### src/gom_pkg.sv
// Purpose: shared constants for the pin output routing block
// Assumes: apb data 32 bits, registers one word each, index times four
// Notes: printed control offsets are kept as register indices
package gom_pkg;
  localparam int NUM_PINS = 7;
  localparam int FWD_PINS = 4;
  localparam int NUM_PORTS = 2;
  localparam int ADDR_W = 10;

  // register indices; byte address is index times four
  localparam logic [7:0] IDX_PIN_CTRL_FIRST = 8'h10;
  localparam logic [7:0] IDX_PIN_CTRL_LAST = 8'h16;
  localparam logic [7:0] IDX_PORT_CFG = 8'h20;
  localparam logic [7:0] IDX_STATUS = 8'h21;

  // pin control word fields
  localparam int FUNC_MSB = 7;
  localparam int FUNC_LSB = 5;
  localparam int SRC_MSB = 4;
  localparam int SRC_LSB = 2;
  localparam int LEVEL_BIT = 1;
  localparam int DRIVE_BIT = 0;
  localparam logic [7:0] PIN_CTRL_RESET = 8'h00;

  // port configuration fields
  localparam int CFG_EN_LSB = 0;
  localparam int CFG_SEL_LSB = 2;
  localparam int CFG_CNT0_LSB = 4;
  localparam int CFG_CNT1_LSB = 8;
  localparam logic [31:0] PORT_CFG_RESET = 32'h0000_011F;
  localparam logic [31:0] PORT_CFG_MASK = 32'h0000_077F;

  // status fields
  localparam int ST_LOCK_LSB = 0;
  localparam int ST_PASS_LSB = 2;
  localparam int ST_PIN_LSB = 8;
  localparam int ST_OE_LSB = 16;

  // source select codes
  localparam logic [2:0] SRC_PORT0 = 3'h0;
  localparam logic [2:0] SRC_PORT1 = 3'h1;
  localparam logic [2:0] SRC_DEVICE = 3'h4;
  localparam logic [2:0] SRC_SOP = 3'h5;

  // function codes, port source: 0..3 are forwarded pins
  localparam logic [2:0] FN_PORT_LOCK = 3'h4;
  localparam logic [2:0] FN_PORT_PASS = 3'h5;
  localparam logic [2:0] FN_PORT_FRAME = 3'h6;
  localparam logic [2:0] FN_PORT_LINE = 3'h7;
  // device status source
  localparam logic [2:0] FN_DEV_LEVEL = 3'h0;
  localparam logic [2:0] FN_DEV_LOCK_OR = 3'h1;
  localparam logic [2:0] FN_DEV_LOCK_AND = 3'h2;
  localparam logic [2:0] FN_DEV_PASS_AND = 3'h3;
  localparam logic [2:0] FN_DEV_SYNC = 3'h4;
  localparam logic [2:0] FN_DEV_IRQ_HI = 3'h5;
  localparam logic [2:0] FN_DEV_IRQ_LO = 3'h6;
  // serial output port source
  localparam logic [2:0] FN_SOP_PASS_AND = 3'h0;
  localparam logic [2:0] FN_SOP_PASS_OR = 3'h1;
  localparam logic [2:0] FN_SOP_FRAME = 3'h2;
  localparam logic [2:0] FN_SOP_LINE = 3'h3;
  localparam logic [2:0] FN_SOP_SYNCED = 3'h4;
  localparam logic [2:0] FN_SOP_IRQ = 3'h5;

  // forwarded value update period in frames, by linked pin count
  localparam logic [2:0] PERIOD_ONE = 3'h1;
  localparam logic [2:0] PERIOD_TWO = 3'h2;
  localparam logic [2:0] PERIOD_MANY = 3'h5;

  // remote pin to local pin typical latency
  localparam int FWD_LATENCY_NS = 225;
  localparam int CLK_PERIOD_NS = 40;
  localparam int FWD_LATENCY_CYC = FWD_LATENCY_NS / CLK_PERIOD_NS;
  // cycles this block adds on the forwarded path
  localparam int LOCAL_PATH_CYC = 2;
endpackage : gom_pkg

### src/gom_fwd_sampler.sv
// Purpose: holds one port's forwarded remote pin values
// Assumes: frame_tick pulses once per received forward frame
// Notes: update period follows the linked pin count
`timescale 1ns/100ps
module gom_fwd_sampler #(
  parameter int PINS = 4
) (
  input wire logic pclk,
  input wire logic presetn,
  input wire logic frame_tick,
  input wire logic [2:0] linked_count,
  input wire logic [PINS-1:0] pins_in,
  output logic [PINS-1:0] pins_held
);
  logic [2:0] frame_cnt;
  logic [2:0] period;
  logic update;

  always_comb begin
    case (linked_count)
      3'h1: period = gom_pkg::PERIOD_ONE;
      3'h2: period = gom_pkg::PERIOD_TWO;
      default: period = gom_pkg::PERIOD_MANY;
    endcase
  end

  // no linked pins means nothing new arrives; hold the last value
  assign update = frame_tick && (linked_count != 3'h0) && (frame_cnt >= period - 3'h1);

  always_ff @(posedge pclk or negedge presetn) begin
    if (!presetn) begin
      frame_cnt <= 3'h0;
    end else if (frame_tick) begin
      frame_cnt <= update ? 3'h0 : frame_cnt + 3'h1;
    end
  end

  always_ff @(posedge pclk or negedge presetn) begin
    if (!presetn) begin
      pins_held <= '0;
    end else if (update) begin
      pins_held <= pins_in;
    end
  end
endmodule : gom_fwd_sampler

### src/gom_output_route.sv
// Purpose: per-pin output routing of forwarded values and status signals
// Assumes: all inputs synchronous to pclk; apb slave with zero wait states
// Notes: gpio_oe_n is low while a pin is driven
// Summary of operation
// eight-bit control word per pin, seven words
// port source picks forwarded pin or status
// device level code drives low when cleared
// device level code drives high when set
// device function one: OR of enabled locks
// device function two: AND of enabled locks
// device function three: AND of enabled passes
// device function four: frame sync pulse
// device interrupt, active high or active low
// serial port function zero: AND selected passes
// serial port function one: OR selected passes
// serial port function two: frame active
// serial port function three: line active
// serial port function four: ports synchronized
// serial port function five: its interrupt
// reserved encodings leave pin undriven
// seven pins, each may drive output
// four forwarded values per receive port
// any forwarded value to any pin
// update every one, two or five frames
// local latency small, independent of count
// remote toggles under quarter sampling rate
// parallel-video serializers forward no pins
//
// Local design decisions: the APB interface to the registers and the register offsets.
`timescale 1ns/100ps
module gom_output_route #(
  parameter int NUM_PINS = gom_pkg::NUM_PINS,
  parameter int FWD_PINS = gom_pkg::FWD_PINS
) (
  input wire logic pclk,
  input wire logic presetn,
  input wire logic psel,
  input wire logic penable,
  input wire logic pwrite,
  input wire logic [gom_pkg::ADDR_W-1:0] paddr,
  input wire logic [31:0] pwdata,
  output logic [31:0] prdata,
  output logic pready,
  output logic pslverr,
  input wire logic rx0_frame_tick,
  input wire logic rx1_frame_tick,
  input wire logic [FWD_PINS-1:0] rx0_fwd_pins,
  input wire logic [FWD_PINS-1:0] rx1_fwd_pins,
  input wire logic [1:0] rx_lock,
  input wire logic [1:0] rx_pass,
  input wire logic [1:0] rx_frame_active,
  input wire logic [1:0] rx_line_active,
  input wire logic frame_sync_pulse,
  input wire logic device_irq,
  input wire logic frame_active,
  input wire logic line_active,
  input wire logic rx_ports_synced,
  input wire logic sop_irq,
  output logic [NUM_PINS-1:0] gpio_out,
  output logic [NUM_PINS-1:0] gpio_oe_n
);
  logic [7:0] pin_ctrl [NUM_PINS];
  logic [31:0] port_cfg;
  logic [FWD_PINS-1:0] fwd0;
  logic [FWD_PINS-1:0] fwd1;
  logic [1:0] port_en;
  logic [1:0] sop_sel;
  logic [2:0] cnt0;
  logic [2:0] cnt1;
  logic [7:0] idx;
  logic wr_en;
  logic rd_en;
  logic [NUM_PINS-1:0] next_out;
  logic [NUM_PINS-1:0] next_drive;
  logic [31:0] next_prdata;

  // the block adds no latency that grows with the linked count
  localparam int PATH_SLACK = gom_pkg::FWD_LATENCY_CYC - gom_pkg::LOCAL_PATH_CYC;

  assign port_en = port_cfg[gom_pkg::CFG_EN_LSB +: 2];
  assign sop_sel = port_cfg[gom_pkg::CFG_SEL_LSB +: 2];
  assign cnt0 = port_cfg[gom_pkg::CFG_CNT0_LSB +: 3];
  assign cnt1 = port_cfg[gom_pkg::CFG_CNT1_LSB +: 3];

  // samplers; a port fed by a parallel-video serializer just leaves count at zero
  gom_fwd_sampler #(.PINS(FWD_PINS)) u_fwd0 (
    .pclk(pclk),
    .presetn(presetn),
    .frame_tick(rx0_frame_tick),
    .linked_count(cnt0),
    .pins_in(rx0_fwd_pins),
    .pins_held(fwd0)
  );

  gom_fwd_sampler #(.PINS(FWD_PINS)) u_fwd1 (
    .pclk(pclk),
    .presetn(presetn),
    .frame_tick(rx1_frame_tick),
    .linked_count(cnt1),
    .pins_in(rx1_fwd_pins),
    .pins_held(fwd1)
  );

  // AND over a masked set; an empty set reads low
  function automatic logic masked_and(input logic [1:0] v, input logic [1:0] m);
    masked_and = (m != 2'h0) && ((v & m) == m);
  endfunction : masked_and

  function automatic logic masked_or(input logic [1:0] v, input logic [1:0] m);
    masked_or = |(v & m);
  endfunction : masked_or

  // port source: forwarded pins 0..3, then that port's own status
  function automatic logic port_level(
    input logic [2:0] fn,
    input logic p,
    input logic [FWD_PINS-1:0] fsel
  );
    logic lvl;
    lvl = 1'b0;
    case (fn)
      gom_pkg::FN_PORT_LOCK: lvl = rx_lock[p];
      gom_pkg::FN_PORT_PASS: lvl = rx_pass[p];
      gom_pkg::FN_PORT_FRAME: lvl = rx_frame_active[p];
      gom_pkg::FN_PORT_LINE: lvl = rx_line_active[p];
      default: lvl = fsel[fn[1:0]];
    endcase
    port_level = lvl;
  endfunction : port_level

  // device status source; returns {drive, level}
  function automatic logic [1:0] dev_route(
    input logic [2:0] fn,
    input logic level,
    input logic [1:0] en
  );
    logic lvl;
    logic drv;
    lvl = 1'b0;
    drv = 1'b1;
    case (fn)
      gom_pkg::FN_DEV_LEVEL: lvl = level;
      gom_pkg::FN_DEV_LOCK_OR: lvl = masked_or(rx_lock, en);
      gom_pkg::FN_DEV_LOCK_AND: lvl = masked_and(rx_lock, en);
      gom_pkg::FN_DEV_PASS_AND: lvl = masked_and(rx_pass, en);
      gom_pkg::FN_DEV_SYNC: lvl = frame_sync_pulse;
      gom_pkg::FN_DEV_IRQ_HI: lvl = device_irq;
      gom_pkg::FN_DEV_IRQ_LO: lvl = ~device_irq;
      default: drv = 1'b0;
    endcase
    dev_route = {drv, lvl};
  endfunction : dev_route

  // serial output port source; returns {drive, level}
  function automatic logic [1:0] sop_route(
    input logic [2:0] fn,
    input logic [1:0] sel
  );
    logic lvl;
    logic drv;
    lvl = 1'b0;
    drv = 1'b1;
    case (fn)
      gom_pkg::FN_SOP_PASS_AND: lvl = masked_and(rx_pass, sel);
      gom_pkg::FN_SOP_PASS_OR: lvl = masked_or(rx_pass, sel);
      gom_pkg::FN_SOP_FRAME: lvl = frame_active;
      gom_pkg::FN_SOP_LINE: lvl = line_active;
      gom_pkg::FN_SOP_SYNCED: lvl = rx_ports_synced;
      gom_pkg::FN_SOP_IRQ: lvl = sop_irq;
      default: drv = 1'b0;
    endcase
    sop_route = {drv, lvl};
  endfunction : sop_route

  // returns {drive, level} for one control word
  function automatic logic [1:0] route(
    input logic [7:0] ctrl,
    input logic [FWD_PINS-1:0] f0,
    input logic [FWD_PINS-1:0] f1,
    input logic [1:0] en,
    input logic [1:0] sel
  );
    logic [2:0] fn;
    logic [2:0] src;
    logic [FWD_PINS-1:0] fsel;
    logic p;
    logic lvl;
    logic drv;
    fn = ctrl[gom_pkg::FUNC_MSB:gom_pkg::FUNC_LSB];
    src = ctrl[gom_pkg::SRC_MSB:gom_pkg::SRC_LSB];
    p = (src == gom_pkg::SRC_PORT1);
    fsel = p ? f1 : f0;
    lvl = 1'b0;
    drv = 1'b0;
    if (src == gom_pkg::SRC_PORT0 || src == gom_pkg::SRC_PORT1) begin
      drv = 1'b1;
      lvl = port_level(fn, p, fsel);
    end else if (src == gom_pkg::SRC_DEVICE) begin
      {drv, lvl} = dev_route(fn, ctrl[gom_pkg::LEVEL_BIT], en);
    end else if (src == gom_pkg::SRC_SOP) begin
      {drv, lvl} = sop_route(fn, sel);
    end else begin
      drv = 1'b0;
    end
    drv = drv & ctrl[gom_pkg::DRIVE_BIT];
    // an undriven pin reads low so no stale status level leaks out
    if (!drv) begin
      lvl = 1'b0;
    end
    route = {drv, lvl};
  endfunction : route

  // apb: zero wait states, so every access completes in its access cycle
  assign idx = paddr[gom_pkg::ADDR_W-1:2];
  assign wr_en = psel && penable && pwrite;
  assign rd_en = psel && penable && !pwrite;
  assign pready = 1'b1;

  function automatic logic is_pin_idx(input logic [7:0] i);
    is_pin_idx = (i >= gom_pkg::IDX_PIN_CTRL_FIRST) && (i <= gom_pkg::IDX_PIN_CTRL_LAST);
  endfunction : is_pin_idx

  always_comb begin
    if (is_pin_idx(idx) || idx == gom_pkg::IDX_PORT_CFG) begin
      pslverr = 1'b0;
    end else if (idx == gom_pkg::IDX_STATUS) begin
      pslverr = psel && penable && pwrite;
    end else begin
      pslverr = psel && penable;
    end
  end

  genvar g;
  generate
    for (g = 0; g < NUM_PINS; g++) begin : g_pin
      localparam logic [7:0] MY_IDX = gom_pkg::IDX_PIN_CTRL_FIRST + 8'(g);
      always_ff @(posedge pclk or negedge presetn) begin
        if (!presetn) begin
          pin_ctrl[g] <= gom_pkg::PIN_CTRL_RESET;
        end else if (wr_en && idx == MY_IDX) begin
          pin_ctrl[g] <= pwdata[7:0];
        end
      end

      always_comb begin
        {next_drive[g], next_out[g]} = route(pin_ctrl[g], fwd0, fwd1, port_en, sop_sel);
      end
    end
  endgenerate

  always_ff @(posedge pclk or negedge presetn) begin
    if (!presetn) begin
      port_cfg <= gom_pkg::PORT_CFG_RESET;
    end else if (wr_en && idx == gom_pkg::IDX_PORT_CFG) begin
      port_cfg <= pwdata & gom_pkg::PORT_CFG_MASK;
    end
  end

  // pins reset undriven; one register stage keeps outputs glitch free
  always_ff @(posedge pclk or negedge presetn) begin
    if (!presetn) begin
      gpio_out <= '0;
      gpio_oe_n <= '1;
    end else begin
      gpio_out <= next_out;
      gpio_oe_n <= ~next_drive;
    end
  end

  always_ff @(posedge pclk or negedge presetn) begin
    if (!presetn) begin
      prdata <= 32'h0000_0000;
    end else if (psel && !penable && !pwrite) begin
      prdata <= next_prdata;
    end
  end

  // read data chosen in setup, held by the register through access
  always_comb begin
    next_prdata = 32'h0000_0000;
    if (is_pin_idx(idx)) begin
      next_prdata[7:0] = pin_ctrl[3'(idx - gom_pkg::IDX_PIN_CTRL_FIRST)];
    end else if (idx == gom_pkg::IDX_PORT_CFG) begin
      next_prdata = port_cfg;
    end else if (idx == gom_pkg::IDX_STATUS) begin
      next_prdata[gom_pkg::ST_LOCK_LSB +: 2] = rx_lock;
      next_prdata[gom_pkg::ST_PASS_LSB +: 2] = rx_pass;
      next_prdata[gom_pkg::ST_PIN_LSB +: NUM_PINS] = gpio_out;
      next_prdata[gom_pkg::ST_OE_LSB +: NUM_PINS] = gpio_oe_n;
    end
  end

  // rd_en kept for clarity of the read timing: data is loaded in setup
  logic unused_ok;
  assign unused_ok = rd_en & (PATH_SLACK >= 0);
endmodule : gom_output_route

### config.mk
export PLATFORM = sky130hd
export DESIGN_NAME = gom_output_route
export DESIGN_NICKNAME = d
export VERILOG_FILES = /design/src/gom_pkg.sv /design/src/gom_fwd_sampler.sv /design/src/gom_output_route.sv
export SDC_FILE = /design/constraint.sdc
export NUM_CORES = 1
export LEC_CHECK = 0
export CORE_MARGIN = 2
export CORE_UTILIZATION = 40
export DETAILED_ROUTE_END_ITERATION = 6
export DONT_BUFFER_PORTS = 1
export GPL_ROUTABILITY_DRIVEN = 0
export SLEW_MARGIN = 40
export SYNTH_ARGS = -nofsm -noshare
export SYNTH_HDL_FRONTEND = slang
export SYNTH_SLANG_ARGS = --single-unit
### constraint.sdc
create_clock -name pclk -period 5.15 [get_ports pclk]
set_input_delay 0 -clock pclk [delete_from_list [all_inputs] [get_ports pclk]]
set_output_delay 0 -clock pclk [all_outputs]
set_load 0.005 [all_outputs]
==> results of run 1 <==
==> flip-flops by register name, summed over array words and instances, names as in the netlist <==
register and flops:
gpio_out 7, u_fwd1.frame_cnt 3, u_fwd0.frame_cnt 3, port_cfg 10, pin_ctrl 56, u_fwd1.pins_held 4, u_fwd0.pins_held 4, prdata 22
gpio_oe_n 7
==> cells by family after synthesis <==
kind of cell | after synthesis | share of synthesized area [%]
xor+xnor | 5 | 0.587
fa+ha+maj | 8 | 1.34
other cells | 2 | 0.101
flops | 116 | 39.1
simple gates | 192 | 13.6
compound gates | 128 | 12.6
buf+inv | 68 | 4.11
mux | 150 | 28.5
==> worst max-delay path, cell delays in order (launching register included) <==
cell and delay [ns]:
dfstp_2 0.59, mux2i_1 0.59, nor3_1 0.09, o311ai_0 0.44, a21oi_1 0.13, o211a_1 0.29
==> per-layer routing <==
| layer | part of all wire, % | routed length [um] | vias up | track usage (%) |
|---|---|---|---|---|
| met5 | 0 | 0 | - | 0 |
| met2 | 48 | 10500 | 292 | 36.6 |
| met3 | 8.1 | 1780 | 54 | 5.81 |
| met1 | 41 | 8880 | 2984 | 28.8 |
| li1 | - | - | 2537 | - |
| met4 | 2.8 | 622 | 0 | 8.42 |
==> synthesized netlist by cell type, drive strengths merged (7+ instances only) <==
master / number
nand3b: 7
dfstp: 13
dfrtp: 103
nand3: 21
nand2: 51
nor2b: 13
mux2i: 30
mux2: 78
a211oi: 10
o2111ai: 7
nor3b: 10
ha: 8
nor3: 7
nor2: 37
inv: 11
clkbuf: 39
a2bb2oi: 7
a221oi: 10
mux4: 42
o31ai: 7
a21oi: 14
and2: 8
nand2b: 18
o21ai: 23
buf: 18
==> layout make-up <==
type	instances	area [sq um]	share of cell area (%)
well taps	229	287	3.40
clock buffers	20	447	5.30
repair buffers	32	333	3.95
inverters	11	41.3	0.490
diodes	1	2.50	0.0297
multi-input cells	496	4280	50.7
clock inverters	12	130	1.54
flip-flops and latches	116	2920	34.6
==> worst max-delay path by stage <==
stage                           to  slack [ns]  depth (start not counted)    startpoint
5_1_grt        u_fwd1.pins_held[0]        2.83                          7   port_cfg[8]
3_3_place_gp           gpio_out[1]        3.00                          5   port_cfg[1]
6_report               gpio_out[1]        2.89                          5   port_cfg[1]
3_5_place_dp   u_fwd1.pins_held[0]        2.95                          7   port_cfg[8]
4_1_cts        u_fwd1.pins_held[0]        2.95                          7   port_cfg[8]
2_1_floorplan          gpio_out[0]        3.21                          6  pin_ctrl[54]
==> layout by cell type, fill, tap and decap left out, types with 3 or more instances in the layout <==
| cell type | instances |
|---|---|
| dfrtp_1 | 103 |
| clkinv_2 | 4 |
| ha_1 | 8 |
| nor2_1 | 36 |
| clkbuf_16 | 17 |
| o221ai_1 | 3 |
| inv_1 | 11 |
| o41ai_1 | 5 |
| nand4b_1 | 4 |
| o211ai_1 | 4 |
| clkinv_4 | 3 |
| nand3b_1 | 7 |
| nor3b_1 | 9 |
| nand3_1 | 21 |
| and2_1 | 6 |
| xnor2_1 | 3 |
| a311oi_1 | 3 |
| o31ai_1 | 7 |
| conb_1 | 13 |
| mux4_2 | 42 |
| o311ai_0 | 4 |
| and3_1 | 3 |
| dlygate4sd3_1 | 29 |
| nand2_1 | 50 |
| a21oi_1 | 14 |
| o21ai_0 | 23 |
| a211oi_1 | 10 |
| nand2b_1 | 18 |
| or3_1 | 5 |
| a21boi_0 | 4 |
| a2bb2oi_1 | 7 |
| nor3_1 | 5 |
| a221oi_1 | 10 |
| o21a_1 | 4 |
| o2111ai_1 | 7 |
| mux2i_1 | 30 |
| dfstp_2 | 13 |
| mux2_2 | 78 |
| o32a_1 | 3 |
| nor2b_1 | 13 |
==> where the power goes <==
group          switching [uW]  leakage (uW)  internal, uW
Combinational             125       0.00160           150
Clock                     439      0.000280           723
Sequential               75.6       0.00155           962
==> through the flow <==
step                utilization (%)  cell area (sq um)  std cells  total power, uW
floorplan                         -               7500        680             1230
global placement               41.5               7530        854             1260
detailed placement             41.5               7530        854             1270
CTS                            46.4               8430        916             2480
global route                   46.5               8430        917             2570
finish                         46.5               8430        917             2470
==> repair_timing <==
| item | CTS | global route |
|---|---|---|
| hold endpoints to repair | 204 | 0 |
| hold buffers | 30 | 0 |
| resized for setup | 0 | 0 |
==> summary.md, run 1 <==
| Metric | Value |
|---|---|
| Hold Crit Start | paddr[4] |
| Pwr Density | 293 nW/um^2 |
| Deepest clock path buffer count | 2 |
| Layout cells sized above 1 | 25.2% |
| RSZ-0062 raised after global routing | false |
| Hold Crit Depth | 4 |
| Fin Clk Skew | 0.00783 ns |
| Area growth, synth to finish | 13.1% |
| Post-Synthesis Cells | 669 |
| CTS Buf Count | 17 |
| Vias per Instance | 6.40 |
| Max Freq | 442 MHz |
| Port Buffers | 0 |
| Worst-margin pin slew | 0.708 ns |
| Crit Reg-Reg Startpoint | port_cfg[1] |
| Worst Hold Class | in2reg |
| CP arrival | 2.55 ns |
| Critical path launch point type | flip-flop |
| Clock latency on the worst-skew pair | 0.42 ns |
| Final period util | 43.9% |
| Clk slew on worst S/H paths | 0.06 ns |
| Htree depth | 4 |
| GRT Util Overall | 22.4% |
| Global route total overflow | 0 |
| Number of global-route vias before repair | 5819 |
| Top area cells in the synthesized netlist | dfrtp_1 35%, mux4_2 13%, mux2_2 12%, dfstp_2 4.6%, mux2i_1 4.0% |
| Cell Area, Synth | 7460 sq um |
| Sink Count | 116 |
| Min Tclk post-route | 2.26 ns |
| Slew Viols, Final | 0 |
| # DRC | 0 |
| Die Y | 141 um |
| Synth Area per Inst | 11.1 sq um |
| Fin nets | 753 |
| Global-route wire length before repair | 33800 um |
| Die width | 141 um |
| Final Hold Fails | 0 |
| CTS tree | yes |
| Yosys warns | 0 |
| Detailed Place HPWL | 15300 um |
| Asr flop ratio synth | 100% |
| DRT Wirelength | 21800 um |
| Yosys top cell area share | 34.6% |
| R2R depth | 5 |
| Seq cells post-synth | 116 |
| Largest net degree at the start of global routing | 117 |
| Status | finished clean |
| Hold EP | prdata[6] |
| Worst Path Max Fanout | 7 |
| Number of synthesized flops with an enable pin | 0 |
| Number of setup violations in the final report | 0 |
| Reg2reg setup slack | 2.89 ns |
| Total negative slack | 0 ns |
| I/O pin count | 119 |
| Die ar. | 19800 sq um |
| Synth Flop Type | dfrtp_1 |
| Post-synthesis sequential area ratio | 39.1% |
| Synth unique cells | 65 |
| Worst setup margin | 2.89 ns |
| Initial core utilization | 41.1% |
| Static Leak | 0.00343 uW |
| Core area | 18100 sq um |
| Setup bufs post-CTS | 0 |
| Routed Antenna Nets | 0 |
| VDD IR max | 0.183 mV |
| MaxCap Viol Count | 0 |
| Number of antenna violations at the first check in global routing | 1 |
| DR WL/cell | 23.8 um |
| Via count | 5867 |
| Critical path class | reg2reg |
| Worst slack at placement | 2.95 ns |
| Drt first pass iters | 5 |
| Area leader, netlist | dfrtp_1 |
| DR iter-0 viols | 475 |
| Row cnt | 49 |
| Worst reg2reg path endpoint | gpio_out[1] |
| Clock root cell | clkbuf_16 |
| Layout fillers | 1651 |
| WP data required | 5.44 ns |
| Setup crit end kind | flip-flop |
| Slew HR | 52.8% |
| WHS | 0.0278 ns |
Note: power is estimated with default switching activity, not from simulation.
==> run 2: changes to the inputs <==
==> constraint.sdc (replaced) <==
create_clock -name pclk -period 2.3 [get_ports pclk]
set_input_delay 0 -clock pclk [delete_from_list [all_inputs] [get_ports pclk]]
set_output_delay 0 -clock pclk [all_outputs]
set_load 0.005 [all_outputs]
==> summary.md, run 2 (synthesis results as in run 1) <==
| Metric | Value |
|---|---|
| Status | complete, but fails checks |
| Failing checks | hold timing |
| Max reg flops | 56 |
| Reg with most FFs | pin_ctrl |
| Deepest clock path buffer count | 2 |
| Diode count | 0 |
| Drt first pass iters | 5 |
| Die width | 141 um |
| Detailed Place HPWL | 16200 um |
| Fin nets | 777 |
| GRT Util Overall | 23.5% |
| Number of antenna violations at the first check in global routing | 0 |
| Core area | 18100 sq um |
| Final period util | 95.0% |
| Final Hold Fails | 116 |
| DRT Wirelength | 22700 um |
| Die Y | 141 um |
| VDD IR max | 0.429 mV |
| Most frequent cells in the layout | 103 x dfrtp_1, 78 x mux2_2, 50 x nand2_1 |
| Total negative slack | 0 ns |
| CP arrival | 2.50 ns |
| Number of setup violations in the final report | 0 |
| Cell area after layout | 8660 sq um |
| CTS tree | yes |
| Clk slew on worst S/H paths | 0.06 ns |
| Vias per Instance | 6.37 |
| Setup bufs post-CTS | 0 |
| Worst Hold Class | in2async |
| Clock latency on the worst-skew pair | 0.43 ns |
| Critical path class | reg2reg |
| Number of global-route vias before repair | 5978 |
| Sink Count | 116 |
| Largest net degree at the start of global routing | 117 |
| Placed cells | 875 |
| RSZ-0062 raised after global routing | false |
| Setup crit end kind | flip-flop |
| CTS Buf Count | 17 |
| # DRC | 0 |
| Commonest non-fill, non-tap cell in the layout | dfrtp_1 |
| Slew Viols, Final | 0 |
| Clock root cell | clkbuf_16 |
| DR iter-0 viols | 514 |
| Worst-margin pin slew | 0.750 ns |
| Max Freq | 458 MHz |
| Layout cells sized above 1 | 28.0% |
| Routed Antenna Nets | 0 |
| Htree depth | 4 |
| Critical path launch point type | flip-flop |
| Largest regs | pin_ctrl (56), prdata (22), port_cfg (10) |
| Tot Pwr | 5700 uW |
| Global route total overflow | 0 |
| Port Buffers | 0 |
| Global-route wire length before repair | 35100 um |
| DR WL/cell | 24.1 um |
| WP data required | 2.61 ns |
| I/O pin count | 119 |
| Non-Filler Instances | 940 |
| Fin Clk Skew | 0.00792 ns |
| Pwr Density | 658 nW/um^2 |
| Row cnt | 49 |
| Min Tclk post-route | 2.18 ns |
| Worst Path Max Fanout | 6 |
| Slew HR | 50.0% |
| CTS Hold Bufs | 33 |
| WHS | -0.726 ns |
| Post-DP Area | 7690 sq um |
| Area growth, synth to finish | 16.1% |
| Die ar. | 19800 sq um |
| Initial core utilization | 41.1% |
| Via count | 5984 |
| Static Leak | 0.00357 uW |
| MaxCap Viol Count | 0 |
run 2: cell types whose count changed in the layout (fill, tap and decap cells not counted), sizes merged:
cell         change
clkinv           -3
clkbuf           -2
diode            -1
buf             +20
dlygate4sd3      +4
bufinv           +1
inv              +1
clkinvlp         +3
run 2: routing by layer:
metal	part of all wire (%)	global-route usage (%)	wire, um
met5	0	0	0
met2	48	38.0	10800
met3	9.6	6.05	2180
met4	3.2	9.84	733
met1	40	30.1	8970
run 2: per-stage QoR:
stage	setup WS, ns	util, %
floorplan	0.360	-
global placement	0.197	42.4
detailed placement	0.0965	42.4
CTS	0.0409	47.6
global route	0.0240	47.7
finish	0.116	47.7
run 2: report_power, final:
group          total [uW]  switching (uW)  internal, uW
sequential           2310             158          2150
clock                2780            1040          1740
combinational         605             262           343
run 2: final timing paths:
path                             start            to  slack, ns  cells after the start
setup / recovery           port_cfg[1]   gpio_out[1]       0.12                      5
hold reg to reg             prdata[18]    prdata[18]       0.49                      2
max in group asynchronous      presetn  gpio_oe_n[4]       2.78                      0
setup reg to reg           port_cfg[1]   gpio_out[1]       0.12                      5
min in group pclk               pwrite   port_cfg[1]       0.03                      3
hold / removal                 presetn  pin_ctrl[47]      -0.73                      0
run 2: what timing repair did:
item / CTS / global route
setup endpoints to repair: 0 / 5
endpoints found under the hold margin: 206 / 116
resized for setup: 0 / 4
run 2: cell type report:
type                       count  area (sq um)
timing repair buffer          56           503
clock buffer                  18           439
sequential                   116          2920
fill                        1618          9490
inverter                      11          41.3
multi-input combinational    496          4290
tap                          229           287
clock inverter                14           179
run 2: worst max-delay path, cell delays in order (launching register included):
cell	delay, ns
dfstp_2	0.59
mux2i_1	0.45
nor3_1	0.11
o311ai_0	0.53
a21oi_1	0.13
o211a_1	0.25
